--- src/common/dce_pkg.sv ---
// Constants for the disk controller error and status bank.
// Assumes an APB master on clk_sys and a drive/engine that
// reports sector events as one-cycle pulses.
package dce_pkg;
	localparam logic [7:0] ADDR_ERROR = 8'h00;
	localparam logic [7:0] ADDR_STATUS = 8'h04;
	localparam logic [7:0] ADDR_COMMAND = 8'h08;

	localparam int ERR_BAD_BLOCK = 7;
	localparam int ERR_DATA_CRC = 6;
	localparam int ERR_HEADER = 4;
	localparam int ERR_ABORT = 2;
	localparam int ERR_RESTORE = 1;
	localparam int ERR_MARK = 0;
	localparam logic [7:0] ERR_USED_MASK = 8'hD7;

	localparam int ST_BUSY = 7;
	localparam int ST_READY = 6;
	localparam int ST_FAULT = 5;
	localparam int ST_SEEK = 4;
	localparam int ST_XFER = 3;
	localparam int ST_CORR = 2;
	localparam int ST_RUN = 1;
	localparam int ST_ERROR = 0;

	localparam logic [3:0] CMD_RESTORE = 4'h1;
	localparam logic [3:0] CMD_READ = 4'h2;
	localparam logic [3:0] CMD_WRITE = 4'h3;
	localparam logic [3:0] CMD_SEEK = 4'h7;

	localparam int STEP_WIDTH = 11;
	localparam logic [10:0] STEP_LIMIT = 11'h7FF;
	localparam logic [7:0] RESET_BYTE = 8'h00;

	typedef enum {
		ST_IDLE,
		ST_CHECK,
		ST_EXEC,
		ST_DRAIN
	} dce_state_t;
endpackage

--- src/rtl/dce_error_status.sv ---
// Error and status register bank of the disk controller.
// Assumes an APB master on clk_sys; drive inputs are
// synchronous and event inputs are one-cycle pulses.
`timescale 1ns/1ps
module dce_error_status (
	input wire logic clk_sys,
	input wire logic reset_n,
	input wire logic [7:0] paddr,
	input wire logic psel,
	input wire logic penable,
	input wire logic pwrite,
	input wire logic [31:0] pwdata,
	output logic [31:0] prdata,
	output logic pready,
	output logic pslverr,
	input wire logic driveReadyInput,
	input wire logic writeFaultInput,
	input wire logic seekDoneInput,
	input wire logic headAtOriginInput,
	input wire logic stepPulse,
	input wire logic badBlockSeen,
	input wire logic dataCrcFail,
	input wire logic headerMissing,
	input wire logic markMissing,
	input wire logic transferRequestInput,
	input wire logic dataCorrected,
	input wire logic commandDone,
	input wire logic bufferDrained,
	output logic commandStart,
	output logic [7:0] commandCode,
	output logic commandAbort,
	output logic interruptRequestOut
);
	dce_pkg::dce_state_t state;
	dce_pkg::dce_state_t next_state;
	logic [7:0] errFlags;
	logic [7:0] errSet;
	logic [7:0] statusWord;
	logic corrFlag;
	logic readyLatched;
	logic faultLatched;
	logic stepExpired;
	logic cmdAccept;
	logic codeKnown;
	logic isRead;
	logic isRestore;
	logic running;
	logic busy;
	logic abortNow;
	logic restoreFail;
	logic finish;
	logic mapped;

	////////////////////////////////////////////////////////////
	// APB slave

	assign mapped = (paddr == dce_pkg::ADDR_ERROR) ||
		(paddr == dce_pkg::ADDR_STATUS) ||
		(paddr == dce_pkg::ADDR_COMMAND);

	// Ready and read data are prepared in the setup cycle,
	// giving a registered answer with no wait states.
	always_ff @(posedge clk_sys) begin
		if (!reset_n) begin
			pready <= 1'b0;
		end else begin
			pready <= psel && !penable;
		end
	end

	always_ff @(posedge clk_sys) begin
		if (!reset_n) begin
			pslverr <= 1'b0;
		end else begin
			pslverr <= psel && !penable && !mapped;
		end
	end

	always_ff @(posedge clk_sys) begin
		if (!reset_n) begin
			prdata <= 32'h0000_0000;
		end else if (psel && !penable && !pwrite) begin
			case (paddr)
				dce_pkg::ADDR_ERROR: begin
					prdata <= {24'h00_0000, errFlags & dce_pkg::ERR_USED_MASK};
				end
				dce_pkg::ADDR_STATUS: begin
					prdata <= {24'h00_0000, statusWord};
				end
				dce_pkg::ADDR_COMMAND: begin
					prdata <= {24'h00_0000, commandCode};
				end
				default: begin
					prdata <= 32'h0000_0000;
				end
			endcase
		end
	end

	// only the command register takes writes
	assign cmdAccept = psel && penable && pready && pwrite &&
		(paddr == dce_pkg::ADDR_COMMAND) && !busy;

	always_ff @(posedge clk_sys) begin
		if (!reset_n) begin
			commandCode <= dce_pkg::RESET_BYTE;
		end else if (cmdAccept) begin
			commandCode <= pwdata[7:0];
		end
	end

	////////////////////////////////////////////////////////////
	// Command sequencing

	assign codeKnown = (commandCode[7:4] == dce_pkg::CMD_RESTORE) ||
		(commandCode[7:4] == dce_pkg::CMD_READ) ||
		(commandCode[7:4] == dce_pkg::CMD_WRITE) ||
		(commandCode[7:4] == dce_pkg::CMD_SEEK);
	assign isRead = commandCode[7:4] == dce_pkg::CMD_READ;
	assign isRestore = commandCode[7:4] == dce_pkg::CMD_RESTORE;

	assign running = (state == dce_pkg::ST_CHECK) ||
		(state == dce_pkg::ST_EXEC);
	// busy from write until back in idle, which for reads is after the buffer drains
	assign busy = state != dce_pkg::ST_IDLE;

	// abort on not ready, fault, unknown code
	always_comb begin
		abortNow = 1'b0;
		if (state == dce_pkg::ST_CHECK) begin
			abortNow = !codeKnown || !driveReadyInput || writeFaultInput;
		end else if (state == dce_pkg::ST_EXEC) begin
			abortNow = !driveReadyInput || writeFaultInput;
		end
	end

	// restore gives up after the step limit
	assign restoreFail = (state == dce_pkg::ST_EXEC) && isRestore &&
		stepExpired && !abortNow;
	assign finish = (state == dce_pkg::ST_EXEC) && commandDone &&
		!abortNow && !restoreFail;

	always_comb begin
		next_state = state;
		case (state)
			dce_pkg::ST_IDLE: begin
				if (cmdAccept) begin
					next_state = dce_pkg::ST_CHECK;
				end
			end
			dce_pkg::ST_CHECK: begin
				next_state = abortNow ? dce_pkg::ST_IDLE : dce_pkg::ST_EXEC;
			end
			dce_pkg::ST_EXEC: begin
				if (abortNow || restoreFail) begin
					next_state = dce_pkg::ST_IDLE;
				end else if (finish) begin
					next_state = isRead ? dce_pkg::ST_DRAIN : dce_pkg::ST_IDLE;
				end
			end
			dce_pkg::ST_DRAIN: begin
				if (bufferDrained) begin
					next_state = dce_pkg::ST_IDLE;
				end
			end
			default: begin
				next_state = dce_pkg::ST_IDLE;
			end
		endcase
	end

	always_ff @(posedge clk_sys) begin
		if (!reset_n) begin
			state <= dce_pkg::ST_IDLE;
		end else begin
			state <= next_state;
		end
	end

	always_ff @(posedge clk_sys) begin
		if (!reset_n) begin
			commandStart <= 1'b0;
		end else begin
			commandStart <= (state == dce_pkg::ST_CHECK) && !abortNow;
		end
	end

	always_ff @(posedge clk_sys) begin
		if (!reset_n) begin
			commandAbort <= 1'b0;
		end else begin
			commandAbort <= abortNow || restoreFail;
		end
	end

	// interrupt on every abort, restore timeout and command end
	always_ff @(posedge clk_sys) begin
		if (!reset_n) begin
			interruptRequestOut <= 1'b0;
		end else begin
			interruptRequestOut <= abortNow || restoreFail || finish;
		end
	end

	dce_step_counter u_steps (
		.clk_sys(clk_sys),
		.reset_n(reset_n),
		.restart(cmdAccept),
		.step(stepPulse && state == dce_pkg::ST_EXEC && isRestore),
		.atOrigin(headAtOriginInput),
		.expired(stepExpired)
	);

	////////////////////////////////////////////////////////////
	// Error flags

	always_comb begin
		errSet = 8'h00;
		if (state == dce_pkg::ST_EXEC) begin
			errSet[dce_pkg::ERR_BAD_BLOCK] = badBlockSeen;
			errSet[dce_pkg::ERR_DATA_CRC] = dataCrcFail;
			errSet[dce_pkg::ERR_HEADER] = headerMissing;
			errSet[dce_pkg::ERR_MARK] = markMissing && isRead;
		end
		errSet[dce_pkg::ERR_ABORT] = abortNow;
		errSet[dce_pkg::ERR_RESTORE] = restoreFail;
	end

	dce_sticky_flag #(
		.WIDTH(8)
	) u_errors (
		.clk_sys(clk_sys),
		.reset_n(reset_n),
		.clear(cmdAccept),
		.set(errSet),
		.flags(errFlags)
	);

	dce_sticky_flag #(
		.WIDTH(1)
	) u_corr (
		.clk_sys(clk_sys),
		.reset_n(reset_n),
		.clear(cmdAccept),
		.set(dataCorrected && running),
		.flags(corrFlag)
	);

	////////////////////////////////////////////////////////////
	// Status

	// not-ready abort latches the ready bit low
	always_ff @(posedge clk_sys) begin
		if (!reset_n || cmdAccept) begin
			readyLatched <= 1'b0;
		end else if (running && !driveReadyInput) begin
			readyLatched <= 1'b1;
		end
	end

	// fault abort latches the fault bit high
	always_ff @(posedge clk_sys) begin
		if (!reset_n || cmdAccept) begin
			faultLatched <= 1'b0;
		end else if (running && writeFaultInput) begin
			faultLatched <= 1'b1;
		end
	end

	always_comb begin
		statusWord = 8'h00;
		statusWord[dce_pkg::ST_BUSY] = busy;
		statusWord[dce_pkg::ST_READY] = driveReadyInput && !readyLatched;
		statusWord[dce_pkg::ST_FAULT] = writeFaultInput || faultLatched;
		statusWord[dce_pkg::ST_SEEK] = seekDoneInput;
		statusWord[dce_pkg::ST_XFER] = transferRequestInput;
		statusWord[dce_pkg::ST_CORR] = corrFlag;
		statusWord[dce_pkg::ST_RUN] = running;
		statusWord[dce_pkg::ST_ERROR] = |errFlags;
	end
endmodule

--- src/rtl/dce_sticky_flag.sv ---
// Bank of sticky flags with a common clear.
// Assumes set pulses and clear come from the clk_sys domain.
`timescale 1ns/1ps
module dce_sticky_flag #(
	parameter int WIDTH = 8
) (
	input wire logic clk_sys,
	input wire logic reset_n,
	input wire logic clear,
	input wire logic [WIDTH-1:0] set,
	output logic [WIDTH-1:0] flags
);
	// Set beats clear so a same-cycle event survives
	always_ff @(posedge clk_sys) begin
		if (!reset_n) begin
			flags <= '0;
		end else begin
			flags <= (clear ? '0 : flags) | set;
		end
	end
endmodule

--- src/rtl/dce_step_counter.sv ---
// Counts restore step pulses until the head reaches origin.
// Assumes step pulses last one cycle.
`timescale 1ns/1ps
module dce_step_counter (
	input wire logic clk_sys,
	input wire logic reset_n,
	input wire logic restart,
	input wire logic step,
	input wire logic atOrigin,
	output logic expired
);
	logic [dce_pkg::STEP_WIDTH-1:0] count;

	always_ff @(posedge clk_sys) begin
		if (!reset_n || restart) begin
			count <= '0;
		end else if (step && !atOrigin && !expired) begin
			count <= count + 1'b1;
		end
	end

	// Saturates, so a stuck drive cannot wrap the count
	assign expired = (count == dce_pkg::STEP_LIMIT) && !atOrigin;
endmodule

--- config.mk ---
export PLATFORM = sky130hd
export DESIGN_NAME = dce_error_status
export DESIGN_NICKNAME = d
export VERILOG_FILES = /design/src/common/dce_pkg.sv /design/src/rtl/dce_error_status.sv /design/src/rtl/dce_sticky_flag.sv /design/src/rtl/dce_step_counter.sv
export SDC_FILE = /design/constraint.sdc
export NUM_CORES = 1
export LEC_CHECK = 0
export BUFFER_PORTS_ARGS = -buffer_cell sky130_fd_sc_hd__buf_2
export CORE_ASPECT_RATIO = 1.1
export CORE_MARGIN = 3
export CORE_UTILIZATION = 50
export DETAILED_ROUTE_END_ITERATION = 12
export PLACE_DENSITY_LB_ADDON = 0.12
export SETUP_SLACK_MARGIN = 0.5
export SKIP_CTS_REPAIR_TIMING = 1
export SLEW_MARGIN = 10
export SYNTH_ARGS = -nofsm -noshare
export SYNTH_HDL_FRONTEND = slang
export SYNTH_SLANG_ARGS = --single-unit
--- constraint.sdc ---
create_clock -name clk_sys -period 6.2 [get_ports clk_sys]
set_input_delay 0.93 -clock clk_sys [delete_from_list [all_inputs] [get_ports clk_sys]]
set_output_delay 0.93 -clock clk_sys [all_outputs]
set_load 0.03 [all_outputs]
# Yosys cells after proc, flatten, opt, wreduce, memory -nomap -nowiden
# Index checks and enable logic that the tools add are counted.
# totals
ff_bits	99
in_bits	58
out_inout_bits	45
elab_cells	101
# op_classes
add_sub_neg	1
n_eq_ne	15
n_mux	15
n_bitwise	2
reduce_logical	55
# op_table
operator	n
32-bit two-way mux	4
32-bit one-hot mux with 4 select lines	1
32-bit by 2-bit == test with 1-bit output, second input constant	3
32-bit by 1-bit == test with 1-bit output, second input constant	1
32-bit by 3-bit == test with 1-bit output, second input constant	1
32-bit zero test	1
32-bit nonzero test	1
1-bit logical AND	25
8-bit one-hot mux with 3 select lines	1
1-bit logical OR	13
1-bit zero test	12
11-bit by 1-bit adder with 11-bit output, second input constant	1
11-bit == test, second input constant	1
4-bit by 2-bit == test with 1-bit output, second input constant	2
8-bit by 3-bit == test with 1-bit output, second input constant	1
8-bit by 4-bit == test with 1-bit output, second input constant	1
8-bit zero test	1
8-bit two-way mux	1
8-bit OR	1
8-bit OR reduction	1
2-bit two-way mux	3
1-bit two-way mux	5
4-bit by 1-bit == test with 1-bit output, second input constant	1
4-bit by 3-bit == test with 1-bit output, second input constant	1
4 further kinds	5

# Logic depth before layout (Yosys ltp)
# logic_depth
depth_word	15
mapped_depth	9

# Hierarchy
# A second synthesis with hierarchy kept.
# unflattened
hier_cells	263
area_unflattened_um2	2384.8
# modules_own_cells
mod	instances	cells_per_inst	area_per_inst_um2	seq_area_each_um2
dce_error_status	1	176	1473.9	500.5
dce_step_counter	1	59	594.3	220.2
dce_sticky_flag (u_errors)	1	25	275.3	160.2
dce_sticky_flag (u_corr)	1	3	41.3	20.0

# Worst setup path before layout
# No wires, ideal clock.
# synth_path
path_type	input port to flip-flop
start	input paddr[2]
end	register faultLatched
arrival_ps	2426
t_required_ps	6072
setup_slack_ps	3647
path_stages	9
n_path_buf	4
path_cell_list	buf_2 -> nor2b_1 -> clkbuf_1 -> and4_1 -> buf_2 -> nand2_1 -> nand2_1 -> clkbuf_1 -> nor2_1
# synth_between
elab_chain_cells	4
# synth_lines
item	line_no	source
from (decl)	dce_error_status.sv:8	input wire logic [7:0] paddr,
8-bit by 4-bit == test with 1-bit output	dce_error_status.sv:102	(paddr == dce_pkg::ADDR_COMMAND) && !busy;
1-bit logical AND	dce_error_status.sv:101	assign cmdAccept = psel && penable && pready && pwrite &&
1-bit logical AND	dce_error_status.sv:102	
1-bit logical OR	dce_error_status.sv:263	if (!reset_n || cmdAccept) begin
to (signal assigned)	dce_error_status.sv:264	faultLatched <= 1'b0;
to (signal assigned)	dce_error_status.sv:266	faultLatched <= 1'b1;
to (decl)	dce_error_status.sv:41	logic faultLatched;
# No other way between the ends.
# A chain may end at the register's enable or synchronous reset.

# Final worst setup path
# layout_path
start	input paddr[3]
end	register readyLatched
# layout_between
elab_chain_cells	4
# layout_lines
item	line_no	source
8-bit by 4-bit == test with 1-bit output	dce_error_status.sv:102	
1-bit logical AND	dce_error_status.sv:101	
1-bit logical AND	dce_error_status.sv:102	
1-bit logical OR	dce_error_status.sv:254	if (!reset_n || cmdAccept) begin
to (signal assigned)	dce_error_status.sv:255	readyLatched <= 1'b0;
to (signal assigned)	dce_error_status.sv:257	readyLatched <= 1'b1;
to (decl)	dce_error_status.sv:40	logic readyLatched;
# No other way between the ends.

==> results.toml <==
[die]
core-area_sq_mm = 0.00408
dieWidth_microns = 69.2
initial_core_util_pct = 53.7
rows = 24
num_io_pins = 103
die_area_sq_mm = 0.00522
fp.dieH_microns = 75.5

[cts]
tritoncts = "done"
worstSkewPairLatency_ns = 0.29
numCtsBuffers = 5
clock-sinks = 43
htree_levels = 2
clk_pin_slew_worst_paths_ns = 0.08
cts-root-buf = "clkbuf_8"
clk_path_buf_depth = 2

[pwr]
p_sw_share_pct = 25.9
pwr-share-clk_pct = 34.5
power_density_mw_per_mm2 = 199
power.internal_uw = 367
irDropWorstVdd_mv = 0.151
power_frac_comb_pct = 9.6
p_total_uw = 495
power_switching_uw = 128
seqPwrFrac_pct = 55.9
leakage_nw = 1.10

[finish]
fin_util_pct = 61.0
drive_above_1_share_pct = 21.9
diodes = 0
n_fill_cell = 417
layout.nets = 381
syn_to_final_growth_pct = 13.6
design_area_sq_mm = 0.00249

[detailed_routing]
vias = 1885
vias_per_cell = 5.08
drtIter0Drc = 92
totalWireLength_mm = 4.91
drt-pass1-iter-count = 4
wl_per_cell_microns = 13.2
drc = 0
ant_nets = 0

[yosys]
yosys-top-cells-area = "dfxtp_1 (39%), buf_4 (8.2%), nand2_1 (5.1%)"
synth_simple_gate_area_share_pct = 26.0
synthArstFlopShare_pct = 0
synth_area_sq_mm = 0.00219
synth_compound_area_share_pct = 14.3
synthMuxAreaShare_pct = 2.74
synth_top_area_share_pct = 39.2
synth_top_family_by_area = "simple AND/OR/NAND/NOR gates"
synth_cell_type_count = 44
synthXorXnorAreaFrac_pct = 2.80
synth_top_area_cell = "dfxtp_1"
avgSynthCellArea_sq_um = 8.25
synth_ff_type = "dfxtp_1"
synth-seq-area-share_pct = 39.2
ys_warn_count = 0
synthAdderAreaFrac_pct = 2.85
ys_seq_elements = 43
synth-edff-count = 0
synth_cells = 266

[sta]
fin_ws_ns = 3.10
fin_skew_ns = 0.00560
max_freq_mhz = 323
max_slew.worst_pin.slew_ns = 0.812
timing.setup.tns_ns = 0
finalCriticalPeriod_ns = 3.10
fin_crit_sh_pct = 50.0
hold_viol_final = 0
setup_viol = 0
slew_violations = 0
slew_headroom_pct = 45.5
rsz0062_at_grt = "no"

[setup_path]
crit_required_ns = 6.36
crit_type = "input port to flip-flop"
end_kind = "flip-flop"
path_max_fanout = 16
crit_path_start_kind = "input port"
critPathArrivalTime_ns = 3.26

[placed_design]
dp_hpwl_mm = 3.65
numPortBuffers = 54
placed_cell_area_sq_mm = 0.00241
preCtsSetupSlack_ns = 2.72
gp_congestion = 0.742

[global_route]
grt_max_degree = 24
globalRoute.totalOverflow = 0
grt_pass1_wl_mm = 7.92
grt_pass1_vias = 1682
antenna_found_initial = 0
grt_usage_pct = 18.9

[flow_run]
maxCapViolations = 0

[worst_hold_path]
hold_path_class = "flip-flop to flip-flop"

[run_status]
status = "finished, final reports clean"
synthesized netlist by cell type (all sizes together) (3+ instances only):
library cell and instances:
dfxtp 43, nand2 30, nor2 29, buf 26, a21oi 20, o21ai 14
a22oi 13, nand3 13, inv 11, clkbuf 7, xnor2 7, mux2i 6
ha 5, nor2b 4, nor3 4, nor4 4, nor3b 3
state kept, by name, summed over array words and instances, names as in the netlist:
register and flops:
u_steps.count 11, commandCode 8, prdata 8, u_errors.flags 6, state 2, commandAbort 1, commandStart 1, faultLatched 1
interruptRequestOut 1, pready 1, pslverr 1, readyLatched 1, u_corr.flags 1
power groups by stage:
stage	Sequential [mW]	Clock [mW]	Combinational, mW
final	0.277	0.171	0.0476
after global routing	0.277	0.185	0.0517
after CTS	0.277	0.178	0.0473
after detailed placement	0.283	0	0.0471
after global placement	0.283	0	0.0469
after floorplan	0.285	0	0.0422
cell type report:
cell class                 count  area (sq um)  area share (%)
inverter                      12          45.0            1.81
timing repair buffer          55           278            11.2
clock inverter                 2          12.5           0.502
multi-input combinational    201          1160            46.5
tap                           52          65.1            2.61
sequential                    43           861            34.6
clock buffer                   6          72.6            2.91
critical path, cell delays in order:
cell and delay, ns:
buf_2 0.17, nor2b_1 0.51, and4_1 0.57, nand2_1 0.45
nand2_1 0.52, nor2_1 0.10
cell usage in the layout, fill, tap and decap left out, drive strengths merged, types with 3 or more instances in the layout:
| master | n |
|---|---|
| mux2i | 6 |
| o21ai | 14 |
| a22oi | 13 |
| nor4 | 4 |
| buf | 55 |
| conb | 24 |
| nor3b | 3 |
| nand2 | 30 |
| a21oi | 20 |
| xnor2 | 7 |
| nor3 | 4 |
| inv | 11 |
| nor2b | 4 |
| ha | 5 |
| nor2 | 29 |
| clkbuf | 6 |
| dfxtp | 43 |
| nand3 | 13 |
kinds of logic (layout without fill, tap and decap cells):
| logic type | Yosys count | after routing |
|---|---|---|
| AND/OR/NAND/NOR | 106 | 106 |
| AO/OA/AOI/OAI | 53 | 53 |
| buffers and inverters | 45 | 75 |
| flip-flops | 43 | 43 |
| XOR/XNOR | 7 | 7 |
| multiplexers | 6 | 6 |
| adder cells (fa/ha/maj) | 5 | 5 |
| other | 1 | 24 |
stage by stage:
stage / hold WS (ns) / instances
after detailed placement: 0.449 / 363
after CTS: 0.468 / 371
after global routing: 0.499 / 371
final: 0.465 / 371
after floorplan: 0.428 / 289
after global placement: 0.441 / 363
worst paths after layout:
kind | start | to | slack [ns] | depth (start not counted)
hold reg to reg | u_steps.count[10] | u_steps.count[10] | 0.46 | 2
setup reg to reg | state[0] | u_steps.count[9] | 3.81 | 7
hold / removal | u_steps.count[10] | u_steps.count[10] | 0.46 | 2
setup / recovery | paddr[3] | readyLatched | 3.10 | 6
per-layer routing:
layer	global-route usage (%)	vias up	share of wire, %
met5	0	-	0
met3	4.35	2	5.4
met4	4.56	0	0.49
met1	24.5	858	44
li1	-	971	-
met2	32.5	54	50
(Power assumes the default switching activity.)
